$ cat src/pkg/enclave_pkg.sv
// Package: register map, fields, commands and types for enclave control
package enclave_pkg;

  // ==========================================================
  // Register byte offsets
  localparam logic [7:0] REG_CMD         = 8'h00;
  localparam logic [7:0] REG_OPERAND     = 8'h04;
  localparam logic [7:0] REG_STATUS      = 8'h08;
  localparam logic [7:0] REG_TARGET      = 8'h0C;
  localparam logic [7:0] REG_RESULT      = 8'h10;
  localparam logic [7:0] REG_AUX         = 8'h14;
  localparam logic [7:0] REG_LOCK_CTRL   = 8'h18;
  localparam logic [7:0] REG_HASH_BASE   = 8'h20;
  localparam logic [7:0] REG_THREAD_CFG  = 8'h40;
  localparam logic [7:0] REG_SLOT_NOTIFY = 8'h44;
  localparam logic [7:0] REG_ENC_BASE    = 8'h48;
  localparam logic [7:0] REG_MODE_STAT   = 8'h4C;

  // ==========================================================
  // Field positions
  localparam int LOCK_BIT          = 0;
  localparam int LAUNCH_CTRL_BIT   = 17;
  localparam int HASH_WORDS        = 8;
  localparam int SLOT_W            = 4;
  localparam int NUM_SLOTS         = 16;
  // Thread config bits
  localparam int CFG_NOTIFY_EN     = 0;
  localparam int CFG_DEBUGGABLE    = 1;
  localparam int CFG_DEBUG_REQ     = 2;
  localparam int CFG_LONG_MODE     = 3;
  localparam int CFG_CODE_LONG     = 4;
  localparam int CFG_CAP_LC        = 5;
  // Check inputs written with the init or resume command operand
  localparam int CHK_SIG_OK        = 0;
  localparam int CHK_MEAS_OK       = 1;
  localparam int CHK_ATTR_OK       = 2;
  localparam int CHK_TOKEN_OK      = 3;
  localparam int CHK_KEY_MATCH     = 4;
  localparam int CHK_RESOLVED      = 5;

  // ==========================================================
  // Reset values
  localparam logic [31:0] HASH_RESET_WORD = 32'h5A5A_0000;
  localparam logic [31:0] RESET_ZERO      = 32'h0000_0000;
  localparam logic [31:0] UNMAPPED_READ   = 32'h0000_0000;

  // ==========================================================
  // Commands
  typedef enum logic [3:0]
  {
    CMD_NONE     = 4'h0,
    CMD_ADD      = 4'h1,
    CMD_MEASURE  = 4'h2,
    CMD_FINALIZE = 4'h3,
    CMD_ENTER    = 4'h4,
    CMD_LEAVE    = 4'h5,
    CMD_EXIT_EVT = 4'h6,
    CMD_RESUME   = 4'h7,
    CMD_DEC_SLOT = 4'h8
  } leaf_cmd_t;

  // Fault codes
  typedef enum logic [3:0]
  {
    FLT_NONE      = 4'h0,
    FLT_INITED    = 4'h1,
    FLT_NOT_INIT  = 4'h2,
    FLT_BUSY      = 4'h3,
    FLT_SIG       = 4'h4,
    FLT_MEAS      = 4'h5,
    FLT_ATTR      = 4'h6,
    FLT_TOKEN     = 4'h7,
    FLT_MODE      = 4'h8,
    FLT_SLOT      = 4'h9,
    FLT_REFAULT   = 4'hA
  } fault_t;

  typedef struct packed
  {
    logic        initialized;
    logic        busy;
    logic        enclave_mode;
    logic        single_step_ok;
    logic        wide_restore;
    logic        notified;
    logic [SLOT_W-1:0] slot;
  } thread_state_t;

  typedef struct packed
  {
    logic        psel;
    logic        penable;
    logic        pwrite;
    logic [7:0]  paddr;
    logic [31:0] pwdata;
  } apb_req_t;

  typedef struct packed
  {
    logic        pready;
    logic        pslverr;
    logic [31:0] prdata;
  } apb_rsp_t;

endpackage

$ cat src/verilog/enclave_entry_exit_control.sv
// Enclave init, launch gating, entry/exit and resume control over APB
//
// The implementer's own choices: the register offsets and the APB slave port.
`timescale 1ns/1ns
// Functional notes
// RL1: Fault add/measure after enclave initialized
// RL2: Init fails on bad build, token, signature
// RL3: Init checks run in fixed order
// RL4: Launch enclave produces token first
// RL5: Tokenless launch only if key hash matches
// RL6: Hash registers reset to vendor digest
// RL7: Hash writable only when locked with bit17
// RL8: Busy thread blocks entry with fault
// RL9: Enter sequence steps in fixed order
// RL10: Debug allows steps, else single instruction
// RL11: Leave clears mode, busy, jumps target
// RL12: Leave returns saved async return pointer
// RL13: Software scrubs secrets before leaving
// RL14: Exit event saves state, leaves mode
// RL15: Exit event reports async return pointer
// RL16: Unresolved fault re-raised on resume
// RL17: Resume restores 32 or 64 bits
// RL18: Resume restores features, x87 layout by mode
// RL19: Notify needs flag, slot>0, notify bit
// RL20: Exit increments slot, resume decrements
// RL21: Notification behaves as enter at entry
// RL22: Decrement op lowers current save slot
// RL23: Each op updates state indivisibly
module enclave_entry_exit_control
  import enclave_pkg::*;
(
  input  wire logic                  clk,
  input  wire logic                  rst,
  input  wire logic                  ce,
  input  wire enclave_pkg::apb_req_t apb_req,
  output enclave_pkg::apb_rsp_t      apb_rsp,
  output logic                       enclave_mode,
  output logic                       tlb_flush,
  output logic                       single_step_ok,
  output logic                       wide_restore,
  output logic                       fault
);
  import enclave_pkg::*;

  // ==========================================================
  // State registers
  thread_state_t     st_reg;
  logic [31:0]       operand_reg;
  logic [31:0]       target_reg;
  logic [31:0]       result_reg;
  logic [31:0]       aux_reg;
  logic [31:0]       ret_ptr_reg;
  logic [31:0]       entry_offset_reg;
  logic [31:0]       enc_base_reg;
  logic [31:0]       lock_ctrl_reg;
  logic [31:0]       cfg_reg;
  logic [31:0]       hash_reg [HASH_WORDS];
  logic [31:0]       saved_ext_reg;
  logic [3:0]        fault_reg;
  logic              fault_out_reg;
  logic              flush_reg;
  logic              pready_reg;
  logic              pslverr_reg;
  logic [31:0]       prdata_reg;

  // ==========================================================
  // APB decode
  wire logic       setup_ph = apb_req.psel && !apb_req.penable;
  // Ready blocks a second take of the same access
  wire logic       access   = apb_req.psel && apb_req.penable && !pready_reg;
  wire logic       wr       = access && apb_req.pwrite;
  wire logic [7:0] addr     = apb_req.paddr;
  // Eight hash words decode as one aligned block
  wire logic       hash_hit = addr[7:5] == REG_HASH_BASE[7:5];
  wire logic [2:0] hash_idx = addr[4:2];
  wire logic       mapped   = hash_hit || addr == REG_CMD ||
                              addr == REG_OPERAND || addr == REG_STATUS ||
                              addr == REG_TARGET || addr == REG_RESULT ||
                              addr == REG_AUX || addr == REG_LOCK_CTRL ||
                              addr == REG_THREAD_CFG ||
                              addr == REG_SLOT_NOTIFY ||
                              addr == REG_ENC_BASE ||
                              addr == REG_MODE_STAT;
  wire logic       cmd_wr   = wr && addr == REG_CMD;
  wire leaf_cmd_t  cmd      = leaf_cmd_t'(apb_req.pwdata[3:0]);
  wire logic       _unused  = setup_ph;

  // Hash writes gated by lock and launch-control bit
  wire logic hash_wr_ok = !cfg_reg[CFG_CAP_LC] ? 1'b0 :
                          lock_ctrl_reg[LOCK_BIT] &&
                          lock_ctrl_reg[LAUNCH_CTRL_BIT]; // RL7
  // Lock register freezes itself once bit 0 is set
  wire logic lock_wr    = wr && addr == REG_LOCK_CTRL &&
                          !lock_ctrl_reg[LOCK_BIT];

  // ==========================================================
  // Notify byte memory
  logic [7:0]        notify_rdata;
  // Notify byte of the frame below the current slot
  // Read data trail a slot change by one clock
  wire logic [SLOT_W-1:0] prev_slot = st_reg.slot - 4'h1;
  wire logic         nb_we   = wr && addr == REG_SLOT_NOTIFY;

  notify_byte_mem u_notify
  (
    .clk   (clk),
    .ce    (ce),
    .we    (nb_we),
    .waddr (apb_req.pwdata[8+SLOT_W-1:8]),
    .wdata (apb_req.pwdata[7:0]),
    .raddr (prev_slot),
    .rdata (notify_rdata)
  );

  // ==========================================================
  // Operand check bits
  wire logic chk_sig   = operand_reg[CHK_SIG_OK];
  wire logic chk_meas  = operand_reg[CHK_MEAS_OK];
  wire logic chk_attr  = operand_reg[CHK_ATTR_OK];
  wire logic launch_ok = operand_reg[CHK_TOKEN_OK] ||
                         operand_reg[CHK_KEY_MATCH]; // RL5
  wire logic resolved  = operand_reg[CHK_RESOLVED];
  wire logic long_mode = cfg_reg[CFG_LONG_MODE] &&
                         cfg_reg[CFG_CODE_LONG]; // RL17
  wire logic notify_ok = cfg_reg[CFG_NOTIFY_EN] &&
                         st_reg.slot != '0 &&
                         notify_rdata[0]; // RL19

  // ==========================================================
  // Leaf operation, one indivisible update per command
  thread_state_t st_next;
  fault_t        flt_next;
  logic [31:0]   result_next;
  logic [31:0]   aux_next;
  logic          flush_next;

  always_comb
  begin
    st_next     = st_reg;
    flt_next    = FLT_NONE;
    result_next = result_reg;
    aux_next    = aux_reg;
    flush_next  = 1'b0;
    case (cmd)
      CMD_ADD, CMD_MEASURE:
        if (st_reg.initialized)
          flt_next = FLT_INITED; // RL1
      // First failing check, in order, names the fault
      CMD_FINALIZE:
        if (st_reg.initialized)
          flt_next = FLT_INITED;
        else if (!chk_sig)
          flt_next = FLT_SIG; // RL2 RL3
        else if (!chk_meas)
          flt_next = FLT_MEAS; // RL3
        else if (!chk_attr)
          flt_next = FLT_ATTR; // RL3
        else if (!launch_ok)
          flt_next = FLT_TOKEN; // RL2 RL5
        else
          st_next.initialized = 1'b1; // RL3
      CMD_ENTER:
        if (!st_reg.initialized)
          flt_next = FLT_NOT_INIT;
        else if (st_reg.busy)
          flt_next = FLT_BUSY; // RL8
        else
        begin
          flush_next            = 1'b1; // RL9
          st_next.enclave_mode  = 1'b1; // RL9
          st_next.single_step_ok = cfg_reg[CFG_DEBUGGABLE] &&
                                   cfg_reg[CFG_DEBUG_REQ]; // RL10
          st_next.busy          = 1'b1; // RL8 RL9
          result_next = enc_base_reg + entry_offset_reg; // RL9
        end
      CMD_LEAVE:
        if (!st_reg.enclave_mode)
          flt_next = FLT_MODE;
        else
        begin
          st_next.enclave_mode = 1'b0; // RL11
          flush_next           = 1'b1; // RL11
          st_next.busy         = 1'b0; // RL11
          result_next          = target_reg; // RL11
          aux_next             = ret_ptr_reg; // RL12
        end
      CMD_EXIT_EVT:
        if (!st_reg.enclave_mode)
          flt_next = FLT_MODE;
        // No free save frame left for this exit
        else if (st_reg.slot == SLOT_W'(NUM_SLOTS - 1))
          flt_next = FLT_SLOT;
        else
        begin
          st_next.enclave_mode = 1'b0; // RL14
          st_next.slot = st_reg.slot + 4'h1; // RL20
          result_next  = ret_ptr_reg; // RL15
        end
      CMD_RESUME:
        if (!st_reg.busy || st_reg.enclave_mode || st_reg.slot == '0)
          flt_next = FLT_SLOT;
        // Notification keeps the slot and the saved frame
        else if (notify_ok)
        begin
          st_next.enclave_mode = 1'b1; // RL21
          st_next.notified     = 1'b1; // RL21
          st_next.single_step_ok = cfg_reg[CFG_DEBUGGABLE] &&
                                   cfg_reg[CFG_DEBUG_REQ]; // RL10 RL21
          flush_next           = 1'b1;
          result_next = {28'h0, st_reg.slot}; // RL21
          aux_next    = operand_reg; // RL21
        end
        else
        begin
          st_next.enclave_mode = 1'b1;
          st_next.notified     = 1'b0;
          st_next.wide_restore = long_mode; // RL17 RL18
          st_next.slot = st_reg.slot - 4'h1; // RL20
          if (!resolved)
            flt_next = FLT_REFAULT; // RL16
        end
      CMD_DEC_SLOT:
        if (st_reg.slot == '0)
          flt_next = FLT_SLOT;
        else
          st_next.slot = st_reg.slot - 4'h1; // RL22
      default:
        flt_next = FLT_NONE;
    endcase
  end

  // ==========================================================
  // Read mux
  logic [31:0] rd_data;
  always_comb
  begin
    // Command register is write-only and reads as UNMAPPED_READ without an error
    rd_data = UNMAPPED_READ;
    if (hash_hit)
      rd_data = hash_reg[hash_idx];
    else
      case (addr)
        REG_OPERAND:     rd_data = operand_reg;
        REG_STATUS:      rd_data = {24'h0, fault_reg, 4'h0};
        REG_TARGET:      rd_data = target_reg;
        REG_RESULT:      rd_data = result_reg;
        REG_AUX:         rd_data = aux_reg;
        REG_LOCK_CTRL:   rd_data = lock_ctrl_reg;
        REG_THREAD_CFG:  rd_data = cfg_reg;
        REG_SLOT_NOTIFY: rd_data = {24'h0, notify_rdata};
        REG_ENC_BASE:    rd_data = enc_base_reg;
        REG_MODE_STAT:   rd_data = {22'h0, st_reg};
        default:         rd_data = UNMAPPED_READ;
      endcase
  end

  // ==========================================================
  // Hash registers
  genvar gi;
  generate
    for (gi = 0; gi < HASH_WORDS; gi++)
    begin : g_hash
      always_ff @(posedge clk)
      begin
        if (rst)
          // Reset digest, word index in the low bits
          hash_reg[gi] <= HASH_RESET_WORD | 32'(gi); // RL6
        else if (ce && wr && hash_hit && hash_idx == 3'(gi) && hash_wr_ok)
          hash_reg[gi] <= apb_req.pwdata; // RL7
      end
    end
  endgenerate

  // ==========================================================
  // Control and bus registers
  always_ff @(posedge clk)
  begin
    if (rst)
    begin
      st_reg           <= '0;
      operand_reg      <= RESET_ZERO;
      target_reg       <= RESET_ZERO;
      result_reg       <= RESET_ZERO;
      aux_reg          <= RESET_ZERO;
      ret_ptr_reg      <= RESET_ZERO;
      entry_offset_reg <= RESET_ZERO;
      enc_base_reg     <= RESET_ZERO;
      lock_ctrl_reg    <= RESET_ZERO;
      cfg_reg          <= RESET_ZERO;
      saved_ext_reg    <= RESET_ZERO;
      fault_reg        <= FLT_NONE;
      fault_out_reg    <= 1'b0;
      flush_reg        <= 1'b0;
      pready_reg       <= 1'b0;
      pslverr_reg      <= 1'b0;
      prdata_reg       <= RESET_ZERO;
    end
    // All state holds while ce is low
    else if (ce)
    begin
      // One wait state: ready follows the take
      pready_reg  <= access;
      pslverr_reg <= access && !mapped;
      // Read data stand only with ready
      prdata_reg  <= (access && !apb_req.pwrite) ? rd_data : RESET_ZERO;
      // Pulses, one clock while ce stays high
      flush_reg   <= cmd_wr && flush_next;
      fault_out_reg <= cmd_wr && flt_next != FLT_NONE;
      if (cmd_wr)
      begin
        st_reg     <= st_next; // RL23
        fault_reg  <= flt_next;
        result_reg <= result_next;
        aux_reg    <= aux_next;
        // Entry records the pointer that leave hands back
        if (cmd == CMD_ENTER && flt_next == FLT_NONE)
        begin
          ret_ptr_reg   <= operand_reg; // RL12
          saved_ext_reg <= target_reg; // RL9
        end
      end
      if (wr && addr == REG_OPERAND)
        operand_reg <= apb_req.pwdata;
      if (wr && addr == REG_TARGET)
        target_reg <= apb_req.pwdata;
      if (wr && addr == REG_AUX)
        entry_offset_reg <= apb_req.pwdata;
      if (wr && addr == REG_ENC_BASE)
        enc_base_reg <= apb_req.pwdata;
      if (wr && addr == REG_THREAD_CFG)
        cfg_reg <= apb_req.pwdata;
      if (lock_wr)
        lock_ctrl_reg <= apb_req.pwdata;
    end
  end

  // ==========================================================
  // Outputs
  assign apb_rsp.pready  = pready_reg;
  assign apb_rsp.pslverr = pslverr_reg;
  assign apb_rsp.prdata  = prdata_reg;
  assign enclave_mode    = st_reg.enclave_mode;
  assign single_step_ok  = st_reg.single_step_ok;
  assign wide_restore    = st_reg.wide_restore;
  assign tlb_flush       = flush_reg;
  assign fault           = fault_out_reg;
endmodule

$ cat src/verilog/notify_byte_mem.sv
// Notify-byte memory: one byte per save slot, registered read
`timescale 1ns/1ns
module notify_byte_mem
  import enclave_pkg::*;
(
  input  wire logic              clk,
  input  wire logic              ce,
  input  wire logic              we,
  input  wire logic [SLOT_W-1:0] waddr,
  input  wire logic [7:0]        wdata,
  input  wire logic [SLOT_W-1:0] raddr,
  output logic      [7:0]        rdata
);
  logic [7:0] mem [NUM_SLOTS];

  always_ff @(posedge clk)
  begin
    if (ce && we)
      mem[waddr] <= wdata;
    if (ce)
      rdata <= mem[raddr];
  end
endmodule

$ cat config.mk
export PLATFORM = sky130hd
export DESIGN_NAME = enclave_entry_exit_control
export DESIGN_NICKNAME = d
export VERILOG_FILES = /design/src/pkg/enclave_pkg.sv /design/src/verilog/enclave_entry_exit_control.sv /design/src/verilog/notify_byte_mem.sv
export SDC_FILE = /design/constraint.sdc
export NUM_CORES = 1
export LEC_CHECK = 0
export ABC_AREA = 1
export BUFFER_PORTS_ARGS = -buffer_cell sky130_fd_sc_hd__buf_2
export CELL_PAD_IN_SITES_DETAIL_PLACEMENT = 0
export CELL_PAD_IN_SITES_GLOBAL_PLACEMENT = 1
export CORE_MARGIN = 2
export CORE_UTILIZATION = 35
export CTS_CLUSTER_DIAMETER = 100
export DETAILED_ROUTE_END_ITERATION = 16
export PLACE_DENSITY_LB_ADDON = 0.1
export SLEW_MARGIN = 20
export SYNTH_ARGS = -nofsm -noshare
export SYNTH_HDL_FRONTEND = slang
export SYNTH_SLANG_ARGS = --single-unit
$ cat constraint.sdc
create_clock -name clk -period 3.2 [get_ports clk]
set_input_delay 0.16 -clock clk [delete_from_list [all_inputs] [get_ports clk]]
set_output_delay 0.16 -clock clk [all_outputs]
set_load 0.02 [all_outputs]
# After elaboration in Yosys (flattened, before gate mapping)
# Memory sizes are Yosys's and may differ from the RTL's. A register that Yosys moved wholly into a read port is not among the register bits.
# Index checks and enable logic that the tools add are counted.
# W data, S select, Z words.
dict set report classes {
  n_reduce_logical 89
  n_eq_ne 36
  add_sub_neg 3
  muxes 95
  n_bitwise 10
}
# operator n
set op_table {}
lappend op_table {{$mux W32} 20}
lappend op_table {{$pmux W32 S10} 1}
lappend op_table {{$pmux W32 S4} 1}
lappend op_table {{$pmux W32 S2} 1}
lappend op_table {{$mux W4} 15}
lappend op_table {{$mux W1} 44}
lappend op_table {{$logic_and A1 B1 Y1} 41}
lappend op_table {{$add A32 B32 Y32} 1}
lappend op_table {{$eq A8 B7 Y1 const B} 4}
lappend op_table {{$pmux W4 S7} 1}
lappend op_table {{$eq A8 B5 Y1 const B} 3}
lappend op_table {{$ne A2 B2 Y1 const B} 9}
lappend op_table {{$eq A4 B3 Y1 const B} 4}
lappend op_table {{$eq A8 B4 Y1 const B} 2}
lappend op_table {{$logic_or A1 B1 Y1} 14}
lappend op_table {{$reduce_and A2 Y1} 7}
lappend op_table {{$eq A3 B3 Y1 const B} 4}
lappend op_table {{$pmux W4 S3} 1}
lappend op_table {{$reduce_and A6 Y1} 2}
lappend op_table {{$reduce_bool A4 Y1} 3}
lappend op_table {{$reduce_and A10 Y1} 1}
lappend op_table {{$reduce_and A5 Y1} 2}
lappend op_table {{$eq A4 B2 Y1 const B} 2}
lappend op_table {{$eq A4 B4 Y1 const B} 2}
lappend op_table {{other kinds (25)} 48}
dict set report totals {
  n_memories 2
  word_cells 257
  reg_bits 338
  ramBits 384
}
# name words word_bits rd rd_ports_with_merged_regs write_ports line_no
set mem_list {}
lappend mem_list {hash_reg 8 32 1 0 8 enclave_entry_exit_control.sv:57} ;# logic [31:0] hash_reg [HASH_WORDS];
lappend mem_list {u_notify.mem 16 8 1 1 1 notify_byte_mem.sv:14} ;# logic [7:0] mem [NUM_SLOTS];

# Depth between registers and ports, before layout
# Gate-level depths: netlist (run 1).
dict set report logic_depth {
  ltp_word 14
  mapped_depth 14
}

# Cells and area by module
# Synthesis (run 1) repeated with hierarchy kept, for this count alone.
dict set report hier_totals {
  hier_cells 4355
  area_unflattened_um2 34586.9
}
# mod seq_area_each_um2 area_each_um2 cells_per_inst n_inst
set by_module_without_submodules {}
lappend by_module_without_submodules {enclave_entry_exit_control 14453.9 28727.6 3800 1}
lappend by_module_without_submodules {notify_byte_mem 4083.9 5859.4 555 1}

# Worst setup path before layout (run 1)
# OpenSTA, ideal clock, no wires.
dict set report synth_path {
  path_type {reg2reg}
  startpoint {register st_reg[0] (netlist name)}
  endpoint {register u_notify.rdata[2] (read register of u_notify.mem) (data pin)}
  path_buffers 4
  setup_time_ps 264
  stages_incl_launch_ff 10
  path_slack_ps 820
  arrival_ps 2116
  required_time_ps 2936
  cell_sequence {dfxtp_1 -> clkinv_1 -> clkbuf_1 -> clkbuf_1 -> ha_1 -> clkbuf_1 -> clkbuf_1 -> o221ai_1 -> o211ai_1 -> o21ai_0}
}
dict set report synth_between {
  elab_chain_cells 1
}
# item line_no
set synth_rtl {}
lappend synth_rtl {{from (decl)} enclave_entry_exit_control.sv:47} ;# thread_state_t st_reg;
lappend synth_rtl {{from (signal assigned)} enclave_entry_exit_control.sv:311} ;# st_reg <= st_next;
lappend synth_rtl {{$sub A4 B1 Y4} enclave_entry_exit_control.sv:101} ;# wire logic [SLOT_W-1:0] prev_slot = st_reg.slot - 4'h1;
lappend synth_rtl {{to (decl)} notify_byte_mem.sv:12} ;# output logic [7:0] rdata
# No other way between the ends.
# A chain may end at the register's enable or synchronous reset.

# Worst setup path after layout (run 1)
dict set report layout_path {
  startpoint {register st_reg[1] (netlist name)}
  endpoint {register u_notify.rdata[5] (read register of u_notify.mem) (data pin)}
}
# The elaborated chain is that of the path after synthesis.

==> impl_metrics.csv, run 1 <==
group,metric,value,unit
route,vias,28144,
layout,finalNetCount,4112,
layout,multi_input_area,12750,µm²
logic_synthesis,synth_edf_count,392,
cts,clk_path_buf_depth,3,
logic_synthesis,syn-instance-count,3955,
power,pwr-share-clk,47.5,%
cts,h-tree-depth,3,
sta,worstMarginPinSlew,1096,ps
power,power.density,535.4,nW/µm²
sta,max_slew_margin,26.83,%
sta,fin_crit_sh,81.66,%
setup_path,reg2reg_from,"st_reg[1]$_SDFFE_PP0P_",
sta,finalSetupViolCount,0,
placement,place_hpwl,85250,µm
sta,rsz0062_at_grt,"no",
layout,fin_util,40.87,%
logic_synthesis,synth_ff_type,"edfxtp_1",
sta,fin_crit,2613,ps
sta,final.setup.tns,0,ps
logic_synthesis,synth-seq-cells,730,
cts,cts_tree,"done",
power,power.leakage,14.61,nW
logic_synthesis,synth.distinct_cells,49,
layout,drive_gt1_share,10.92,%
layout,insertedDiodeCount,0,
sta,finClkSkew,26.51,ps
floorplanning,core-area,95010,µm²
route,drtIter0Drc,2503,
setup_path,crit_path_end_kind,"flip-flop",
logic_synthesis,syn-num-nets,4035,
global_route,grtUsageTotal,25.52,%
placement,place.gp.congestion,0.8439,
setup_path,worstSetupStartpointType,"flip-flop",
setup_path,rr_worst_depth,7,
layout,largest_register_ffs,256,
placement,port_buffers,84,
power,power.switching,0.004885,W
setup_path,arrival,3090,ps
power,p_seq_share,47.9,%
cts,cts-root-buf,"clkbuf_16",
route,ant_nets,0,
setup_path,cp.required,3680,ps
job,maxCapViolCount,0,
global_route,grt_pass1_wl,185900,µm
sta,timing.final.hold_violations,0,
route,vias_per_cell,5.245,
cts,cts_setup_buffers,0,
run_status,status,"completed",
layout,register_area,18540,µm²
global_route,grt_overflow_total,0,
placement,dp_slack,499.1,ps
sta,fin_ws,587.0,ps
setup_path,critPathKind,"reg -> reg",
logic_synthesis,ys_seq_area_share,55.26,%
power,ir_worst_vdd,0.0004053,V
setup_path,crit_fanout,39,
logic_synthesis,syn_area,33540,µm²
sta,max_freq,0.3827,GHz
floorplanning,io_pins,85,
route,drc_errors,0,
power,power.internal,0.01591,W
floorplanning,dieArea,98340,µm²
cts,clock_latency,670,ps
power,switching_share,23.50,%
floorplanning,fp.dieH,313.6,µm
min_path,worstHoldPathCells,2,
global_route,antenna_found_initial,2,
route,drt-pass1-iter-count,5,
layout,n_fill_cell,9665,
cts,cts.sinks,730,
sta,slew_viol_final,0,
power,combPwrFrac,4.6,%
floorplanning,num_rows,113,
min_path,holdCritStartpoint,"apb_req[5]",
route,wirelength,127100,µm
route,routedWlPerCell,23.68,µm
min_path,hold_path_end,"u_notify.mem[6][5]$_DFFE_PP_",
setup_path,worst_r2r_endpoint,"u_notify.rdata[5]$_DFFE_PP_",
global_route,grt_pass1_vias,26909,
logic_synthesis,synthArstFlopShare,0,%
global_route,grt_max_degree,84,
floorplanning,die_width,313.6,µm
power,total_power,0.02079,W
cts,numCtsBuffers,85,
setup_path,reg2reg_slack,590,ps
cts,clkTransAtPathRegs,60,ps
layout,area_delta_synth_final,15.76,%
min_path,hp-class,"in -> reg",
sta,hold_ws,50.96,ps
floorplanning,start_util,35.31,%
logic_synthesis,postSynthAreaPerCell,8.482,µm²
logic_synthesis,ys_warn_count,0,
logic make-up (layout without fill, tap and decap cells):
group,after synthesis,after routing,share of synthesized area [%]
adders and majority gates,34,34,1.291
AOI/OAI and AO/OA,933,933,15.54
DFF,730,730,55.26
and+or+nand+nor,1653,1653,20.35
buffers and inverters,582,728,6.926
muxes,9,9,0.2686
xor gates and xnor gates,14,14,0.3655
through the flow:
stage / instances / area, µm²
floorplan: 3955 / 33540
global placement: 5180 / 35710
detailed placement: 5180 / 35710
CTS: 5366 / 38830
global route: 5366 / 38830
finish: 5366 / 38830
placed cells by master, fill, tap and decap left out, types with 34 or more instances in the layout:
master / Yosys / routed
nand2_1: 675 / 664
inv_1: 305 / 304
o21ai_0: 371 / 371
buf_4: 6 / 111
a211oi_1: 34 / 34
o21ai_1: 43 / 43
clkbuf_16: 0 / 89
dfxtp_1: 338 / 337
or2_2: 41 / 41
nor2_1: 683 / 681
o2111ai_1: 41 / 41
nand3_1: 162 / 161
a21oi_1: 306 / 306
edfxtp_1: 392 / 392
buf_2: 62 / 83
o22ai_1: 34 / 34
power groups by stage:
stage	registers (W)	clock network (W)	logic (W)
finish	0.00995	0.00988	0.000961
global route	0.00996	0.0104	0.00102
CTS	0.00995	0.0101	0.000964
detailed placement	0.0102	0	0.000934
global placement	0.0102	0	0.000940
floorplan	0.0102	0	0.000443
worst max path at each step:
| stage | start | end | cells past startpoint |
|---|---|---|---|
| 3_5_place_dp | apb_req[34] | lock_ctrl_reg[5]$_SDFFE_PP0P_ | 9 |
| 3_3_place_gp | apb_req[34] | lock_ctrl_reg[21]$_SDFFE_PP0P_ | 10 |
| 6_report | st_reg[1]$_SDFFE_PP0P_ | u_notify.rdata[5]$_DFFE_PP_ | 7 |
| 2_1_floorplan | st_reg[0]$_SDFFE_PP0P_ | u_notify.rdata[2]$_DFFE_PP_ | 9 |
| 5_1_grt | st_reg[1]$_SDFFE_PP0P_ | u_notify.rdata[5]$_DFFE_PP_ | 7 |
| 4_1_cts | st_reg[1]$_SDFFE_PP0P_ | u_notify.rdata[7]$_DFFE_PP_ | 7 |
critical path, stage by stage, from the launching register on:
cell and delay (ps):
dfxtp_1 410, inv_1 100, ha_2 840, buf_4 320, o21ai_0 110, o221ai_1 290, o211ai_1 180, o21ai_0 160
per-layer routing:
layer,vias up,global-route usage (%),part of all wire [%]
met3,132,3.246,5.1
li1,13516,-,-
met1,13759,36.96,47
met5,-,0,0
met2,737,40.08,45
met4,0,6.970,2.2
synthesized netlist by cell type (2+ instances only):
cell type,instances,area share [%]
a211oi_1,34,0.76
a21boi_0,3,0.067
a21oi_1,306,4.6
a22oi_1,2,0.045
a31oi_1,32,0.60
buf_1,13,0.15
buf_2,62,0.93
buf_4,6,0.13
buf_6,5,0.17
clkbuf_1,165,1.8
clkinv_1,4,0.045
dfxtp_1,338,20
edfxtp_1,392,35
ha_1,33,1.2
inv_1,305,3.4
inv_2,21,0.24
mux2i_1,9,0.27
nand2_1,675,7.6
nand2_2,8,0.15
nand3_1,162,2.4
nand3_2,2,0.060
nand3b_1,10,0.22
nand4_1,24,0.45
nor2_1,683,7.6
nor2_2,8,0.15
nor2_4,8,0.27
nor3_1,20,0.30
nor3_2,4,0.12
nor3_4,2,0.097
nor4_1,3,0.056
o2111ai_1,41,1.1
o211ai_1,24,0.54
o21a_1,5,0.11
o21ai_0,371,5.5
o21ai_1,43,0.64
o21bai_1,4,0.090
o221ai_1,9,0.24
o22ai_1,34,0.63
o32ai_1,23,0.60
or2_2,41,0.76
xnor2_1,4,0.10
xor2_1,10,0.26
area by class of cell:
class                           instances  share of cell area, %
Sequential cell                       730                  47.74
Multi-Input combinational cell       2643                  32.85
Clock buffer                          124                  6.434
Timing Repair Buffer                  241                  4.865
Tap cell                             1265                  4.076
Inverter                              331                  3.216
Clock inverter                         32                 0.8216
what timing repair did:
action | in CTS | in global routing
endpoints found under the hold margin | 62 | 0
hold buffers | 30 | 0
gates resized for setup | 0 | 0
No activity file was read; power rests on OpenSTA's default activity.
==> run 2: changes to the inputs <==
Settings changed: ABC_AREA 1 to 0.
Clock period 3.2 ns to 2.3 ns, I/O delays scaled along.
==> run 2 against run 1 <==
- routed wire length up 4.9%
- synthesized cell count shrank 24%
- core utilization up 7.8 points
- sequential power grew 39%
- hold slack got worse by 40 ps
- clock skew down 7.6 ps
- via count down 4.7%
- critical path type unchanged
- the flow now finishes with violations (setup timing)
==> impl_metrics.csv, run 2 <==
group,metric,value,unit
run_status,status,"finished with violations",
run_status,violations,"setup timing",
power,p_seq_share,48.0,%
placement,dp_slack,-655.5,ps
floorplanning,io_pins,85,
route,ant_nets,0,
floorplanning,core-area,93470,µm²
setup_path,arrival,3390,ps
logic_synthesis,syn-instance-count,3009,
min_path,hp-class,"in -> reg",
global_route,grt_overflow_total,0,
setup_path,cp.required,2810,ps
power,power.leakage,16.32,nW
layout,layout_commonest_cell,"nand2_1",
min_path,holdCritStartpoint,"apb_req[41]",
sta,fin_ws,-580.9,ps
logic_synthesis,synthArstFlopShare,0,%
cts,cts_tree,"done",
global_route,grt_pass1_vias,26651,
logic_synthesis,post_synth_main_area_contributors,"edfxtp_1 36%, dfxtp_1 20%, mux4_2 7.6%, nand2_1 5.5%, a21oi_1 4.7%",
sta,rsz0062_at_grt,"yes",
power,pwr-share-clk,45.8,%
logic_synthesis,syn_area,33080,µm²
logic_synthesis,netlist.area_leader.share,35.59,%
cts,cts-root-buf,"clkbuf_16",
layout,finalNetCount,3634,
cts,numCtsBuffers,85,
sta,worstMarginPinSlew,823.5,ps
route,drt-pass1-iter-count,9,
sta,fin_crit,2881,ps
sta,finClkSkew,18.87,ps
setup_path,crit_fanout,6,
layout,largest_register_ffs,256,
setup_path,crit_path_end_kind,"flip-flop",
logic_synthesis,yosysTopAreaCell,"edfxtp_1",
job,maxCapViolCount,0,
setup_path,worstSetupStartpointType,"flip-flop",
min_path,hold_path_end,"pready_reg$_SDFFE_PP0P_",
power,switching_share,23.32,%
global_route,grt_pass1_wl,187400,µm
cts,clk_path_buf_depth,3,
route,wirelength,133200,µm
sta,max_slew_margin,45.10,%
logic_synthesis,ys_seq_area_share,56.04,%
route,routedWlPerCell,27.34,µm
floorplanning,dieArea,96990,µm²
global_route,grtUsageTotal,26.53,%
sta,max_freq,0.3471,GHz
power,power.internal,0.02213,W
placement,place_hpwl,85820,µm
logic_synthesis,syn-num-nets,3089,
sta,slew_viol_final,0,
layout,area_delta_synth_final,37.59,%
logic_synthesis,synth-seq-cells,730,
layout,final_cell_mix,"467 x nand2_1, 392 x edfxtp_1, 383 x buf_4, 320 x dfxtp_1, 288 x a21oi_1",
placement,port_buffers,84,
floorplanning,num_rows,112,
route,drtIter0Drc,2690,
floorplanning,start_util,35.39,%
power,ir_worst_vdd,0.0006518,V
route,drc_errors,0,
setup_path,critPathKind,"reg -> reg",
min_path,worstHoldPathCells,4,
layout,n_fill_cell,8440,
setup_path,rr_worst_depth,12,
logic_synthesis,postSynthAreaPerCell,10.99,µm²
logic_synthesis,synth.distinct_cells,76,
placement,place.gp.congestion,0.8986,
power,combPwrFrac,6.2,%
setup_path,worst_r2r_endpoint,"ret_ptr_reg[9]$_SDFFE_PP0P_",
power,power.switching,0.006729,W
global_route,antenna_found_initial,3,
cts,h-tree-depth,3,
floorplanning,die_width,311.4,µm
cts,cts.sinks,730,
setup_path,reg2reg_from,"st_reg[0]$_SDFFE_PP0P_",
route,vias_per_cell,5.502,
cts,clkTransAtPathRegs,60,ps
sta,hold_ws,10.67,ps
sta,timing.final.hold_violations,0,
route,vias,26815,
logic_synthesis,yosysMostFrequentCell,"nand2_1",
sta,fin_crit_sh,125.3,%
cts,clock_latency,660,ps
sta,finalSetupViolCount,764,
global_route,grt_max_degree,143,
floorplanning,fp.dieH,311.4,µm
logic_synthesis,synth_ff_type,"edfxtp_1",
layout,drive_gt1_share,34.35,%
logic_synthesis,synth_edf_count,392,
logic_synthesis,ys_warn_count,0,
setup_path,reg2reg_slack,-580,ps
power,power.density,634.1,nW/µm²
sta,final.setup.tns,-141210,ps
logic_synthesis,synth_commonest_cells,"481 x nand2_1, 392 x edfxtp_1, 338 x dfxtp_1",
==> run 2: cell count changes after synthesis, moves of 114 or more <==
| cell | previous run | this run |
|---|---|---|
| inv_1 | 305 | 22 |
| nor2_1 | 683 | 222 |
| nand2_1 | 675 | 481 |
| mux2i_1 | 9 | 123 |
| and2_1 | 1 | 169 |
| o21ai_0 | 371 | 70 |
| nand3_1 | 162 | 20 |
==> run 2: area by class of cell <==
cell class,count,area (µm²),share of cell area (%)
Multi-Input combinational cell,2002,15290,33.59
Sequential cell,730,18560,40.78
Tap cell,1254,1569,3.447
Clock inverter,41,342.8,0.7532
Antenna cell,1,2.502,0.005498
Inverter,24,92.59,0.2034
Timing Repair Buffer,711,7332,16.11
Clock buffer,111,2327,5.113
==> run 2: metrics by stage <==
stage,instance area (µm²),utilization [%],cells,total power [W]
final,45510,48.69,4874,0.02886
after global routing,45510,48.69,4873,0.02967
after CTS,44320,47.42,4838,0.02914
after detailed placement,38820,41.53,4567,0.01572
after global placement,38820,41.53,4567,0.01570
after floorplan,33560,-,3009,0.01481
==> run 2: what timing repair did <==
item	in CTS	in global routing
gates resized for setup	250	214
endpoints found under the hold margin	236	0
buffers inserted	66	42
pin swaps	116	86
gates cloned	30	17
hold buffers	29	0
setup endpoints to repair	565	781
==> run 2: routing by layer <==
layer	vias to the layer above	wire length, µm	global-route usage, %
met4	2	5488	10.54
met5	-	15	0
met2	950	62870	43.34
met3	227	8037	4.386
li1	12102	-	-
met1	13534	56830	35.15
==> run 2: how the worst max path moves through the flow <==
stage | from | to | depth (start not counted)
finish | st_reg[0]$_SDFFE_PP0P_ | ret_ptr_reg[9]$_SDFFE_PP0P_ | 12
global route | st_reg[1]$_SDFFE_PP0P_ | ret_ptr_reg[18]$_SDFFE_PP0P_ | 12
CTS | st_reg[0]$_SDFFE_PP0P_ | ret_ptr_reg[18]$_SDFFE_PP0P_ | 13
detailed placement | enc_base_reg[0]$_SDFFE_PP0P_ | result_reg[28]$_SDFFE_PP0P_ | 12
global placement | enc_base_reg[0]$_SDFFE_PP0P_ | result_reg[28]$_SDFFE_PP0P_ | 12
floorplan | st_reg[0]$_SDFFE_PP0P_ | ret_ptr_reg[2]$_SDFFE_PP0P_ | 13
==> run 2: cells by family (layout without fill, tap and decap cells) <==
group	after synthesis	after routing	share of synthesized area [%]
adder cells (fa/ha/maj)	34	34	1.309
other	0	1	0
AO/OA/AOI/OAI	614	614	11.70
buffers and inverters	278	887	3.472
AND/OR/NAND/NOR	1083	1084	15.15
XOR/XNOR	24	24	0.6354
flip-flops	730	730	56.04
multiplexers	246	246	11.69
==> run 2: power groups by stage <==
stage | combinational, W | clock, W | sequential, W
floorplan | 0.000694 | 0 | 0.0141
global placement | 0.00158 | 0 | 0.0141
detailed placement | 0.00159 | 0 | 0.0141
CTS | 0.00180 | 0.0135 | 0.0138
global route | 0.00186 | 0.0140 | 0.0138
finish | 0.00179 | 0.0132 | 0.0138
==> run 2: worst max-delay path, stage by stage (launching register included) <==
cell and delay [ps]:
dfxtp_2 330, inv_4 50, ha_4 120, or3b_4 400, nand3b_4 90, nor3_2 40, a311o_1 350, or4_4 520
nor3_4 210, buf_12 170, buf_12 160, mux2i_2 220, nor2_1 70
